`src/bus_error_logger_pkg.sv`:
```
// Constants shared by the bus error status logger and its helpers.
// Assumes one core clock; every slower rate is an enable pulse.
`default_nettype none
package bus_error_logger_pkg;
    // ********************************************************************
    // Status register layout
    // ********************************************************************
    localparam int                 STATUS_W         = 64;
    localparam logic [63:0]        STATUS_RESET     = 64'h0000_0000_0000_0000;
    localparam int                 CLASS_LSB        = 25;
    localparam int                 CLASS_MSB        = 27;
    localparam int                 BIT_FRC          = 28;
    localparam int                 BIT_BUS_ERR      = 29;
    localparam int                 BIT_INT_INIT     = 30;
    localparam int                 BIT_EXT_INIT     = 35;
    localparam int                 BIT_RESP_PAR     = 36;
    localparam int                 BIT_SPLIT_HARD   = 37;
    localparam int                 BIT_STALL        = 38;
    localparam int                 BIT_HARD_ERR     = 42;
    localparam int                 BIT_INT_FAIL     = 43;
    localparam logic [63:0]        CLASS_MASK       = 64'h0000_0000_0E00_0000;
    localparam logic [63:0]        STICKY_MASK      = 64'h0000_0C78_7000_0000;
    localparam logic [63:0]        IMPL_MASK        = CLASS_MASK | STICKY_MASK;

    // ********************************************************************
    // Bus-queue error classes
    // ********************************************************************
    localparam logic [2:0]         HARD_ERROR_CLASS         = 3'h0;
    localparam logic [2:0]         DOUBLE_ERROR_CLASS       = 3'h1;
    localparam logic [2:0]         SECOND_ADDR_PARITY_CLASS = 3'h2;
    localparam logic [2:0]         SINGLE_ERROR_CLASS       = 3'h4;
    localparam logic [2:0]         FIRST_ADDR_PARITY_CLASS  = 3'h5;

    // ********************************************************************
    // Response codes and link timing
    // ********************************************************************
    localparam logic [2:0]         RESP_HARD_ERROR  = 3'h1;
    localparam int                 SYNC_W           = 6;
    localparam int                 OWN_DRIVE_W      = 4;
    localparam logic [3:0]         INIT_HOLD_CYCLES = 4'h8;

    // ********************************************************************
    // Stall watchdog
    // ********************************************************************
    localparam int                 PRESCALE_W       = 8;
    localparam logic [7:0]         PRESCALE_LAST    = 8'h7F;
    localparam int                 STALL_W          = 15;
    localparam logic [1:0]         RATIO_HALF       = 2'h0;
    localparam logic [1:0]         RATIO_THIRD      = 2'h1;
    localparam logic [1:0]         RATIO_QUARTER    = 2'h2;
    localparam logic [1:0]         RATIO_LAST_HALF  = 2'h1;
    localparam logic [1:0]         RATIO_LAST_THIRD = 2'h2;
    localparam logic [1:0]         RATIO_LAST_QUART = 2'h3;
endpackage
`default_nettype wire

```
`src/pin_sync.sv`:
```
// Three-stage synchroniser for a group of pins.
// Assumes the pins change asynchronously to mclk.
`default_nettype none
`timescale 1ns/1ns
module pin_sync #(
    parameter int W = 1
) (
    input  wire logic         mclk,
    input  wire logic         reset_n,
    input  wire logic [W-1:0] pins,
    input  wire logic [W-1:0] idle_value,
    output var  logic [W-1:0] stable
);
    logic [W-1:0] ff1_q;
    logic [W-1:0] ff2_q;
    logic [W-1:0] ff3_q;
    logic [W-1:0] stable_q;
    logic [W-1:0] stable_d;

    // A change is accepted once the second and third stages agree.
    always_comb begin
        stable_d = stable_q;
        if (ff2_q == ff3_q) begin
            stable_d = ff3_q;
        end
    end

    always_ff @(posedge mclk or negedge reset_n) begin
        if (!reset_n) begin
            ff1_q    <= '1;
            ff2_q    <= '1;
            ff3_q    <= '1;
            stable_q <= '1;
        end else begin
            ff1_q    <= pins;
            ff2_q    <= ff1_q;
            ff3_q    <= ff2_q;
            stable_q <= stable_d;
        end
    end

    // Until the first clock after reset the group reads idle.
    logic seen_q;
    always_ff @(posedge mclk or negedge reset_n) begin
        if (!reset_n) begin
            seen_q <= 1'b0;
        end else begin
            seen_q <= 1'b1;
        end
    end

    assign stable = seen_q ? stable_q : idle_value;
endmodule
`default_nettype wire

```
`src/stall_watchdog.sv`:
```
// Retirement-stall watchdog: bus-clock enable, prescaler and stall counter.
// Assumes mclk is the core clock and the ratio input is static.
`default_nettype none
`timescale 1ns/1ns
module stall_watchdog (
    input  wire logic       mclk,
    input  wire logic       reset_n,
    input  wire logic [1:0] bus_ratio,
    input  wire logic       clear,
    output var  logic       bus_tick,
    output var  logic       timeout
);
    logic [1:0]                                 ratio_q;
    logic [1:0]                                 ratio_d;
    logic [1:0]                                 ratio_last;
    logic [bus_error_logger_pkg::PRESCALE_W-1:0] pre_q;
    logic [bus_error_logger_pkg::PRESCALE_W-1:0] pre_d;
    logic [bus_error_logger_pkg::STALL_W-1:0]    stall_q;
    logic [bus_error_logger_pkg::STALL_W-1:0]    stall_d;
    logic                                       pre_carry;
    logic                                       stall_carry;

    always_comb begin
        case (bus_ratio)
            bus_error_logger_pkg::RATIO_HALF:    ratio_last = bus_error_logger_pkg::RATIO_LAST_HALF;
            bus_error_logger_pkg::RATIO_THIRD:   ratio_last = bus_error_logger_pkg::RATIO_LAST_THIRD;
            bus_error_logger_pkg::RATIO_QUARTER: ratio_last = bus_error_logger_pkg::RATIO_LAST_QUART;
            default:                             ratio_last = bus_error_logger_pkg::RATIO_LAST_QUART;
        endcase
        bus_tick = (ratio_q >= ratio_last);
        ratio_d  = bus_tick ? 2'h0 : ratio_q + 2'h1;
        pre_carry = bus_tick && (pre_q == bus_error_logger_pkg::PRESCALE_LAST);
        pre_d     = pre_q;
        if (bus_tick) begin
            pre_d = pre_carry ? '0 : pre_q + 8'h01;
        end
        {stall_carry, stall_d} = {1'b0, stall_q} + {15'h0000, pre_carry};
        if (clear) begin
            stall_d     = '0;
            stall_carry = 1'b0;
        end
        timeout = stall_carry;
    end

    always_ff @(posedge mclk or negedge reset_n) begin
        if (!reset_n) begin
            ratio_q <= 2'h0;
            pre_q   <= '0;
            stall_q <= '0;
        end else begin
            ratio_q <= ratio_d;
            pre_q   <= pre_d;
            stall_q <= stall_d;
        end
    end
endmodule
`default_nettype wire

```
`src/bus_error_status_logger.sv`:
```
// Bus error status logger: builds the upper fields of the machine-check
// bank status register from bus pins and internal failure indications.
// Assumes internal request inputs are on mclk and bus pins are not.
//
// Functional notes
// - Bus-queue error class held in bits 27:25.
// - Bit 28 set on redundancy check mismatch.
// - Bit 29 set when driving bus error.
// - Bit 30 set when driving bus initialise.
// - Bit 35 set on external bus initialise.
// - Bit 36 set on response code parity error.
// - Response code checked against response parity pin.
// - Bit 37 set on split-access hard error.
// - Bit 38 set on retirement-stall timeout.
// - Stall counter carry out signals timeout.
// - Counter cleared on retire, exception, reset, stall-induced initialise.
// - Counter prescaled by eight-bit divide-by-128 timer.
// - Bus clock is half, third or quarter.
// - Counter increments once per prescaler carry.
// - Set timeout bit kept until a status write clears it.
// - Bit 42 on own hard error, locked.
// - Bit 43 on internal failure, locked.
`default_nettype none
`timescale 1ns/1ns
module bus_error_status_logger (
    input  wire logic        mclk,
    input  wire logic        reset_n,
    input  wire logic [1:0]  bus_ratio,
    input  wire logic        retire_pulse,
    input  wire logic        core_exception,
    input  wire logic        redundancy_check_mismatch,
    input  wire logic        bus_error_req,
    input  wire logic        bus_init_req,
    input  wire logic        internal_failure,
    input  wire logic        bq_err_valid,
    input  wire logic [2:0]  bq_err_class,
    input  wire logic        own_txn_active,
    input  wire logic        split_access_active,
    input  wire logic [2:0]  response_code_lines_n,
    input  wire logic        response_parity_pin_n,
    input  wire logic        response_strobe_n,
    input  wire logic        bus_init_in_n,
    output var  logic        bus_init_out_n,
    output var  logic        bus_init_oe,
    output var  logic        bus_error_signal,
    output var  logic        internal_error_pin,
    output var  logic        retirement_stall,
    input  wire logic        status_wr_en,
    input  wire logic [63:0] status_wr_data,
    output var  logic [63:0] machine_check_bank_status
);
    // ********************************************************************
    // Pin synchronisation
    // ********************************************************************
    logic [bus_error_logger_pkg::SYNC_W-1:0] pins_raw;
    logic [bus_error_logger_pkg::SYNC_W-1:0] pins_sync;
    logic [bus_error_logger_pkg::SYNC_W-1:0] pins_idle;
    logic [2:0]                              resp_code;
    logic                                    resp_par;
    logic                                    resp_strobe;

    assign pins_raw  = {bus_init_in_n, response_strobe_n, response_parity_pin_n, response_code_lines_n};
    assign pins_idle = 6'h3F;

    pin_sync #(
        .W          (bus_error_logger_pkg::SYNC_W)
    ) u_pin_sync (
        .mclk       (mclk),
        .reset_n    (reset_n),
        .pins       (pins_raw),
        .idle_value (pins_idle),
        .stable     (pins_sync)
    );

    assign resp_code   = ~pins_sync[2:0];
    assign resp_par    = ~pins_sync[3];
    assign resp_strobe = ~pins_sync[4];

    // ********************************************************************
    // Stall watchdog
    // ********************************************************************
    logic stall_timeout;
    logic stall_clear;
    logic stall_pin_q;

    // clear on retire, exception, stall-induced initialise
    // The registered timeout marks the stall-induced initialise, which avoids a loop through the counter.
    assign stall_clear = retire_pulse || core_exception || stall_pin_q;

    stall_watchdog u_stall_watchdog (
        .mclk      (mclk),
        .reset_n   (reset_n),
        .bus_ratio (bus_ratio),
        .clear     (stall_clear),
        .bus_tick  (),
        .timeout   (stall_timeout)
    );

    // ********************************************************************
    // Pin drive and event detection
    // ********************************************************************
    logic                                        strobe_q;
    logic                                        strobe_d;
    logic                                        ext_init_q;
    logic                                        ext_init_d;
    logic [3:0]                                  hold_q;
    logic [3:0]                                  hold_d;
    logic [bus_error_logger_pkg::OWN_DRIVE_W-1:0] own_q;
    logic [bus_error_logger_pkg::OWN_DRIVE_W-1:0] own_d;
    logic                                        oe_q;
    logic                                        oe_d;
    logic                                        bus_error_signal_q;
    logic                                        bus_error_signal_d;
    logic                                        internal_error_pin_q;
    logic                                        internal_error_pin_d;
    logic                                        stall_pin_d;
    logic                                        resp_event;
    logic                                        ext_init_event;
    logic                                        ext_asserted;

    always_comb begin
        strobe_d   = resp_strobe;
        resp_event = resp_strobe && !strobe_q;
        // Our own drive echoes back through the synchroniser, so it is masked.
        own_d        = {own_q[bus_error_logger_pkg::OWN_DRIVE_W-2:0], oe_q};
        ext_asserted = (pins_sync[bus_error_logger_pkg::SYNC_W-1] == 1'b0) && (own_q == '0) && !oe_q;
        ext_init_d     = ext_asserted;
        ext_init_event = ext_asserted && !ext_init_q;
        // The initialise pin is held for a fixed count once started.
        hold_d = hold_q;
        if (bus_init_req || stall_timeout) begin
            hold_d = bus_error_logger_pkg::INIT_HOLD_CYCLES;
        end else if (hold_q != 4'h0) begin
            hold_d = hold_q - 4'h1;
        end
        oe_d        = (hold_d != 4'h0);
        bus_error_signal_d      = bus_error_req;
        internal_error_pin_d      = internal_failure;
        stall_pin_d = stall_timeout;
    end

    always_ff @(posedge mclk or negedge reset_n) begin
        if (!reset_n) begin
            strobe_q    <= 1'b0;
            ext_init_q  <= 1'b0;
            hold_q      <= 4'h0;
            own_q       <= '0;
            oe_q        <= 1'b0;
            bus_error_signal_q      <= 1'b0;
            internal_error_pin_q      <= 1'b0;
            stall_pin_q <= 1'b0;
        end else begin
            strobe_q    <= strobe_d;
            ext_init_q  <= ext_init_d;
            hold_q      <= hold_d;
            own_q       <= own_d;
            oe_q        <= oe_d;
            bus_error_signal_q      <= bus_error_signal_d;
            internal_error_pin_q      <= internal_error_pin_d;
            stall_pin_q <= stall_pin_d;
        end
    end

    assign bus_init_out_n     = 1'b0;
    assign bus_init_oe        = oe_q;
    assign bus_error_signal   = bus_error_signal_q;
    assign internal_error_pin = internal_error_pin_q;
    assign retirement_stall   = stall_pin_q;

    // ********************************************************************
    // Status register
    // ********************************************************************
    logic [63:0] status_q;
    logic [63:0] status_d;
    logic [63:0] set_vec;
    logic        par_err;
    logic        hard_resp;
    logic        locked;

    always_comb begin
        par_err   = resp_event && ((^resp_code) != resp_par);
        hard_resp = resp_event && !par_err && (resp_code == bus_error_logger_pkg::RESP_HARD_ERROR);
        set_vec   = 64'h0000_0000_0000_0000;
        set_vec[bus_error_logger_pkg::BIT_FRC]        = redundancy_check_mismatch;
        set_vec[bus_error_logger_pkg::BIT_BUS_ERR]    = bus_error_signal_q;
        set_vec[bus_error_logger_pkg::BIT_INT_INIT]   = oe_q;
        set_vec[bus_error_logger_pkg::BIT_EXT_INIT]   = ext_init_event;
        set_vec[bus_error_logger_pkg::BIT_RESP_PAR]   = par_err;
        set_vec[bus_error_logger_pkg::BIT_SPLIT_HARD] = hard_resp && split_access_active;
        set_vec[bus_error_logger_pkg::BIT_STALL]      = stall_timeout;
        set_vec[bus_error_logger_pkg::BIT_HARD_ERR]   = hard_resp && own_txn_active;
        set_vec[bus_error_logger_pkg::BIT_INT_FAIL]   = internal_failure;

        locked = status_q[bus_error_logger_pkg::BIT_STALL] || status_q[bus_error_logger_pkg::BIT_HARD_ERR]
                 || status_q[bus_error_logger_pkg::BIT_INT_FAIL];

        status_d = status_q;
        if (status_wr_en) begin
            status_d = (status_q & status_wr_data & bus_error_logger_pkg::STICKY_MASK)
                       | (status_wr_data & bus_error_logger_pkg::CLASS_MASK);
        end
        if (bq_err_valid && !locked) begin
            status_d[bus_error_logger_pkg::CLASS_MSB:bus_error_logger_pkg::CLASS_LSB] = bq_err_class;
        end
        // Hardware sets win over a clearing write in the same cycle.
        status_d = status_d | set_vec;
        status_d = status_d & bus_error_logger_pkg::IMPL_MASK;
    end

    always_ff @(posedge mclk or negedge reset_n) begin
        if (!reset_n) begin
            status_q <= bus_error_logger_pkg::STATUS_RESET;
        end else begin
            status_q <= status_d;
        end
    end

    assign machine_check_bank_status = status_q;
endmodule
`default_nettype wire

```
`config.mk`:
```
export PLATFORM = sky130hd
export DESIGN_NAME = bus_error_status_logger
export DESIGN_NICKNAME = d
export VERILOG_FILES = /design/src/bus_error_logger_pkg.sv /design/src/pin_sync.sv /design/src/stall_watchdog.sv /design/src/bus_error_status_logger.sv
export SDC_FILE = /design/constraint.sdc
export NUM_CORES = 1
export LEC_CHECK = 0
export ABC_AREA = 1
export BUFFER_PORTS_ARGS = -buffer_cell sky130_fd_sc_hd__buf_2
export CORE_ASPECT_RATIO = 0.8
export CORE_MARGIN = 10
export CORE_UTILIZATION = 40
export CTS_CLUSTER_SIZE = 25
export DETAILED_ROUTE_END_ITERATION = 6
export PLACE_DENSITY_LB_ADDON = 0.08
export SLEW_MARGIN = 20
export SYNTH_ARGS = -nofsm -noshare
export SYNTH_HDL_FRONTEND = slang
export SYNTH_SLANG_ARGS = --single-unit
```
`constraint.sdc`:
```
create_clock -name mclk -period 5.45 [get_ports mclk]
set_input_delay 1.3625 -clock mclk [delete_from_list [all_inputs] [get_ports mclk]]
set_output_delay 1.3625 -clock mclk [all_outputs]
set_load 0.05 [all_outputs]
```
==> impl_metrics.py, run 1 <==
metrics = {
    "run_status": {
        "run_status": "finished, final reports clean",
    },
    "floorplan": {
        "floorplan.initialDensity_pct": 41.44,
        "die_area_um2": 13800,
        "die_h_um": 107.1,
        "core_ar_um2": 9154,
        "io_pins": 156,
        "dieWidth_um": 128.9,
        "number_of_core_rows": 31,
    },
    "global_route": {
        "vias_in_the_first_global_route": 2653,
        "grt_first_pass_wirelength_um": 12190,
        "grt_antenna_before_repair": 0,
        "grt_util_all_layers_pct": 10.67,
        "overflow": 0,
        "largest_net_degree_at_the_start_of_global_routing": 77,
    },
    "worst_setup_path": {
        "critPathMaxStageDelay_ns": 0.31,
        "path_max_fanout": 13,
        "critical_path_buf_inv_count": 3,
        "worst_setup_path_end_kind": "flip-flop",
        "worstSetupStartpoint": "bus_ratio[1]",
        "timing.critical_path.from_type": "input pin",
        "worstPathCellList": "buf_2 > inv_1 > nand2_1 > ha_1 > nand2_1 > nand2_1 > nand3_1 > nor3_1 > ha_1 > ha_1 > inv_1 > nor2_1 > nand3_1 > o21ai_0 > nor2_1",
        "timing.rr.start": "u_stall_watchdog.ratio_q[1]$_DFF_PN0_",
        "path_class": "in -> reg",
        "critical_path_arrival_ns": 3.69,
        "slowest_stage_cell_crit_path": "nand2_1",
        "critPathTopFamily": "simple AND/OR/NAND/NOR gates",
        "critical_path_required_ns": 5.67,
    },
    "placed_design": {
        "portBuffers": 50,
        "globalplace.congestion": 0.7847,
        "place_hpwl_um": 5466,
        "post_dp_cell_area_um2": 3975,
    },
    "finish": {
        "final_net_count": 586,
        "total_of_fill_cells_in_the_finished_design": 887,
        "design_area_um2": 4305,
        "layout.core_utilization_pct": 47.03,
        "layout-drive-gt1-share_pct": 20.93,
        "commonest_non_fill_non_tap_cell_in_the_layout": "nand2_1",
        "mostFrequentLayoutCells": "nand2_1 (98), conb_1 (54), dfrtp_1 (52)",
        "inserted_diodes": 0,
        "area_growth_pct": 13.49,
        "seqCellArea_um2": 1932,
        "multi_input_comb_area_um2": 1459,
    },
    "sta": {
        "layout_min_cycle_time_ns": 3.473,
        "unrepaired_setup_endpoints_after_global_routing": "no",
        "fin_worst_skew_ns": 0.005192,
        "max_slew_margin_pct": 36.93,
        "worst-slew-pin-transition_ns": 0.9461,
        "setup-violations-final": 0,
        "slew_violations": 0,
        "max_freq_mhz": 287.9,
        "finalHoldViolCount": 0,
        "period_share_pct": 63.73,
        "setup_total_negative_slack_ns": 0,
    },
    "pwr": {
        "power_per_cell_area_nw_per_um2": 409.6,
        "power_report.internal_total_mw": 1.184,
        "clkPwrFrac_pct": 36.0,
        "sequentialPowerShare_pct": 40.4,
        "power.leakage_nw": 2.110,
        "ir_worst_vdd_mv": 0.2551,
        "power_switching_mw": 0.5795,
        "switching_share_pct": 32.86,
        "p_comb_share_pct": 23.6,
    },
    "clock_network": {
        "cts_resized": 0,
        "cts.sinks": 76,
        "cts_hold_buffers": 0,
        "numCtsBuffers": 9,
        "clk_latency_ns": 0.33,
        "h-tree-depth": 3,
        "postCtsSetupBuffers": 0,
        "clk_pin_slew_worst_paths_ns": 0.06,
        "ctsLongestPathBuffers": 2,
        "tritoncts": "yes",
        "clk_root_buffer_cell": "clkbuf_16",
    },
    "run": {
        "maxCapViolations": 0,
    },
    "detailed_routing": {
        "postRouteAntennaNets": 0,
        "vias_per_cell": 4.271,
        "postRouteWirelength_um": 7242,
        "post_route_drc_violation_count": 0,
        "wl_per_cell_um": 11.83,
        "detailroute.via_count": 2614,
        "drt-pass1-iter-count": 5,
        "number_of_drc_markers_in_iteration_0": 98,
    },
    "yosys": {
        "netlist-cell-type-count": 30,
        "synth-seq-area-share_pct": 50.92,
        "yosys_most_used_dff": "dfrtp_1",
        "synth_seq_cells": 76,
        "number_of_enable_flip_flop_cells_after_synthesis": 0,
        "synth-async-reset-ratio_pct": 100.0,
        "syn_area_um2": 3794,
        "synthesis.yosys.warnings": 0,
        "synthesis.instances": 435,
        "postSynthAreaPerCell_um2": 8.721,
    },
    "hold_path": {
        "worstHoldStart": "u_pin_sync.ff1_q[2]$_DFF_PN1_",
        "min-delay-path-class": "reg -> reg",
    },
}
## worst paths after layout
kind	cells past startpoint	slack (ns)	end
max reg2reg	12	2.75	u_stall_watchdog.stall_q[12]$_DFF_PN0_
min reg2reg	0	0.35	u_pin_sync.ff2_q[2]$_DFF_PN1_
max in group asynchronous	1	3.65	hold_q[2]$_DFF_PN0_
max	15	1.98	u_stall_watchdog.stall_q[12]$_DFF_PN0_
min in group asynchronous	1	1.19	strobe_q$_DFF_PN0_
min	0	0.35	u_pin_sync.ff2_q[2]$_DFF_PN1_
## power groups by stage
stage	sequential [mW]	clock [mW]	combinational (mW)
after floorplan	0.750	0	0.334
after global placement	0.722	0	0.415
after detailed placement	0.722	0	0.419
after CTS	0.713	0.655	0.420
after global routing	0.725	0.676	0.476
final	0.712	0.635	0.417
## synth_stat cells, types with 2 or more instances
cell	count	share of area (%)
xor2_1	6	1.4
nand4_1	5	0.82
dfstp_2	24	17
nor3_2	2	0.53
xnor2_1	8	1.8
nand2_2	3	0.49
buf_4	53	10
conb_1	2	0.20
nor2_4	5	1.5
a21oi_1	5	0.66
nand2_1	98	9.7
inv_1	48	4.7
o21ai_0	15	2.0
nand3_1	37	4.9
nor2_1	49	4.8
ha_1	7	2.3
nor3_1	2	0.26
clkbuf_1	2	0.20
dfrtp_1	52	34
o21bai_1	2	0.40
## metrics by stage
step	cells	power (mW)	hold slack, ns	setup slack [ns]
detailed placement	596	1.141	0.3469	1.610
finish	612	1.764	0.3521	1.977
floorplan	487	1.083	0.3452	2.339
global placement	596	1.137	0.3464	1.644
global route	612	1.878	0.3579	1.700
CTS	612	1.789	0.3500	1.940
## final cells by class
cell class              count  area share (%)
well taps                 115           3.342
multi-input cells         305           33.89
repair buffers             50           5.870
clock buffers              12           6.452
flip-flops and latches     76           44.87
inverters                  50           4.359
clock inverters             4           1.221
## flip-flops by register name, summed over array words and instances (netlist names), 2 cells and up
| name | count |
|---|---|
| u_pin_sync.ff3_q | 6 |
| u_pin_sync.stable_q | 6 |
| machine_check_bank_status | 12 |
| u_stall_watchdog.ratio_q | 2 |
| u_pin_sync.ff2_q | 6 |
| own_q | 4 |
| u_stall_watchdog.stall_q | 15 |
| u_pin_sync.ff1_q | 6 |
| u_stall_watchdog.pre_q | 8 |
| hold_q | 4 |
## metal layers
metal  part of all wire, %  global-route usage (%)  up-vias  routed length, um
met5                     0                       0        -                  0
met4                  0.93                   2.998        0                 67
met3                   7.4                   4.481        8                533
met2                    45                   17.24       61               3290
met1                    46                   12.78     1185               3351
li1                      -                       -     1360                  -
## kinds of logic (layout without fill, tap and decap cells)
kind of cell	after synthesis	count (layout)	synth area share, %
adder cells (fa/ha/maj)	7	7	2.309
AND/OR/NAND/NOR	206	206	24.21
other	2	54	0.1980
buffers and inverters	106	116	15.76
AO/OA/AOI/OAI	24	24	3.364
flip-flops	76	76	50.92
XOR/XNOR	14	14	3.232
Note: power is estimated with default switching activity, not from simulation.
==> run 2, diff against run 1 <==
- clock period: 5.45 -> 3.2 ns (I/O delays scaled with it)
==> run 2 against run 1 <==
  * Combinational power grew 75%
  * Setup slack lost 1.4 ns
  * Total power grew 63%
  * Core utilization shrank 0.51 points
  * Sequential share of layout area grew 0.49 points
  * Register-to-register slack lost 2.0 ns
  * Worst hold slack gained 0.0022 ns
  * Final area shrank 1.1%
  * Clock power grew 46%
  * Die area is the same
  * Sequential power grew 70%
  * Largest cell class unchanged
==> impl_metrics.py, run 2 (synthesis results as in run 1) <==
metrics = {
    "detailed_routing": {
        "detailroute.via_count": 2675,
        "number_of_drc_markers_in_iteration_0": 119,
        "post_route_drc_violation_count": 0,
        "postRouteAntennaNets": 0,
        "drt-pass1-iter-count": 4,
        "vias_per_cell": 4.364,
        "postRouteWirelength_um": 7240,
        "wl_per_cell_um": 11.81,
    },
    "placed_design": {
        "detailedPlace.worstSlack_ns": 0.2398,
        "globalplace.congestion": 0.8196,
        "post_dp_cell_area_um2": 3983,
        "portBuffers": 50,
        "place_hpwl_um": 5509,
    },
    "pwr": {
        "power_per_cell_area_nw_per_um2": 673.5,
        "ir_worst_vdd_mv": 0.2779,
        "power.leakage_nw": 2.082,
    },
    "clock_network": {
        "postCtsSetupBuffers": 0,
        "cts_resized": 0,
        "clk_pin_slew_worst_paths_ns": 0.06,
        "ctsLongestPathBuffers": 2,
        "h-tree-depth": 3,
        "clk_root_buffer_cell": "clkbuf_16",
        "cts.sinks": 76,
        "clk_latency_ns": 0.34,
        "numCtsBuffers": 9,
        "tritoncts": "yes",
        "cts_hold_buffers": 0,
    },
    "floorplan": {
        "die_area_um2": 13800,
        "dieWidth_um": 128.9,
        "core_ar_um2": 9154,
        "number_of_core_rows": 31,
        "io_pins": 156,
        "die_h_um": 107.1,
        "floorplan.initialDensity_pct": 41.44,
    },
    "hold_path": {
        "holdPathStages": 0,
        "min-delay-path-class": "reg -> reg",
    },
    "global_route": {
        "grt_util_all_layers_pct": 10.71,
        "largest_net_degree_at_the_start_of_global_routing": 77,
        "grt_first_pass_wirelength_um": 12120,
        "overflow": 0,
        "vias_in_the_first_global_route": 2677,
        "grt_antenna_before_repair": 0,
    },
    "worst_setup_path": {
        "critical_path_arrival_ns": 2.82,
        "worst_setup_path_end_kind": "flip-flop",
        "timing.critical_path.from_type": "input pin",
        "reg2regPathDepth": 12,
        "path_class": "in -> reg",
        "critical_path_required_ns": 3.42,
        "path_max_fanout": 4,
    },
    "sta": {
        "slew_violations": 0,
        "setup_total_negative_slack_ns": 0,
        "fin_worst_skew_ns": 0.004497,
        "finalHoldViolCount": 0,
        "post-route-worst-setup-slack_ns": 0.6050,
        "unrepaired_setup_endpoints_after_global_routing": "no",
        "worst-slew-pin-transition_ns": 0.9285,
        "period_share_pct": 81.09,
        "setup-violations-final": 0,
        "max_slew_margin_pct": 38.10,
        "max_freq_mhz": 385.4,
        "layout_min_cycle_time_ns": 2.595,
    },
    "finish": {
        "largest_register_ffs": 15,
        "inserted_diodes": 0,
        "layout-drive-gt1-share_pct": 21.08,
        "regMostFlops": "u_stall_watchdog.stall_q",
        "commonest_non_fill_non_tap_cell_in_the_layout": "nand2_1",
        "final_net_count": 587,
        "design_area_um2": 4259,
        "mostFrequentLayoutCells": "nand2_1 (98), conb_1 (54), dfrtp_1 (52)",
        "area_growth_pct": 12.27,
    },
    "run": {
        "maxCapViolations": 0,
    },
    "run_status": {
        "run_status": "finished, final reports clean",
    },
}
run 2: cell types whose count changed in the layout (fill, tap and decap cells not counted), sizes merged:
cell | before | now
buf | 50 | 51
bufinv | 1 | 0
clkbuf | 12 | 9
clkinv | 3 | 5
clkinvlp | 0 | 2
run 2: power by group:
| group | internal, mW | switching (mW) |
|---|---|---|
| Sequential | 1.12 | 0.0910 |
| Clock | 0.526 | 0.400 |
| Combinational | 0.208 | 0.520 |
run 2: final cells by class:
class,instances,area [um2]
clock inverters,7,51.30
flip-flops and latches,76,1932
clock buffers,9,225.2
well taps,115,143.9
multi-input cells,305,1459
fillers,917,4895
repair buffers,51,260.3
inverters,50,187.7
run 2: critical path, cell delays in order:
cell and delay, ns:
buf_2 0.10, inv_1 0.04, nand2_1 0.04, ha_1 0.26, nand2_1 0.04, nand2_1 0.08, nand3_1 0.11, nor3_1 0.16
ha_1 0.20, ha_1 0.24, inv_1 0.11, nor2_1 0.24, nand3_1 0.15, o21ai_0 0.18, nor2_1 0.06
run 2: through the flow:
stage               hold slack, ns  utilization, %  power, mW  instances
CTS                         0.3556           46.53      2.913        613
floorplan                   0.3452               -      1.845        487
detailed placement          0.3469           43.51      1.963        597
global route                0.3574           46.53      3.055        613
finish                      0.3543           46.53      2.869        613
global placement            0.3465           43.51      1.951        597
run 2: final timing paths:
path | startpoint | end | slack, ns
worst max-delay path | bus_ratio[1] | u_stall_watchdog.stall_q[12]$_DFF_PN0_ | 0.61
worst min-delay path | u_pin_sync.ff1_q[3]$_DFF_PN1_ | u_pin_sync.ff2_q[3]$_DFF_PN1_ | 0.35
worst max register to register | u_stall_watchdog.ratio_q[1]$_DFF_PN0_ | u_stall_watchdog.stall_q[12]$_DFF_PN0_ | 0.80
worst min register to register | u_pin_sync.ff1_q[3]$_DFF_PN1_ | u_pin_sync.ff2_q[3]$_DFF_PN1_ | 0.35
max in group asynchronous | reset_n | u_stall_watchdog.stall_q[14]$_DFF_PN0_ | 1.99
min in group asynchronous | reset_n | machine_check_bank_status[42]$_DFF_PN0_ | 0.62
run 2: metal layers:
metal | wire (um) | track usage [%]
met3 | 621 | 5.022
met1 | 3161 | 12.54
met5 | 0 | 0
met2 | 3358 | 16.99
met4 | 97 | 3.647
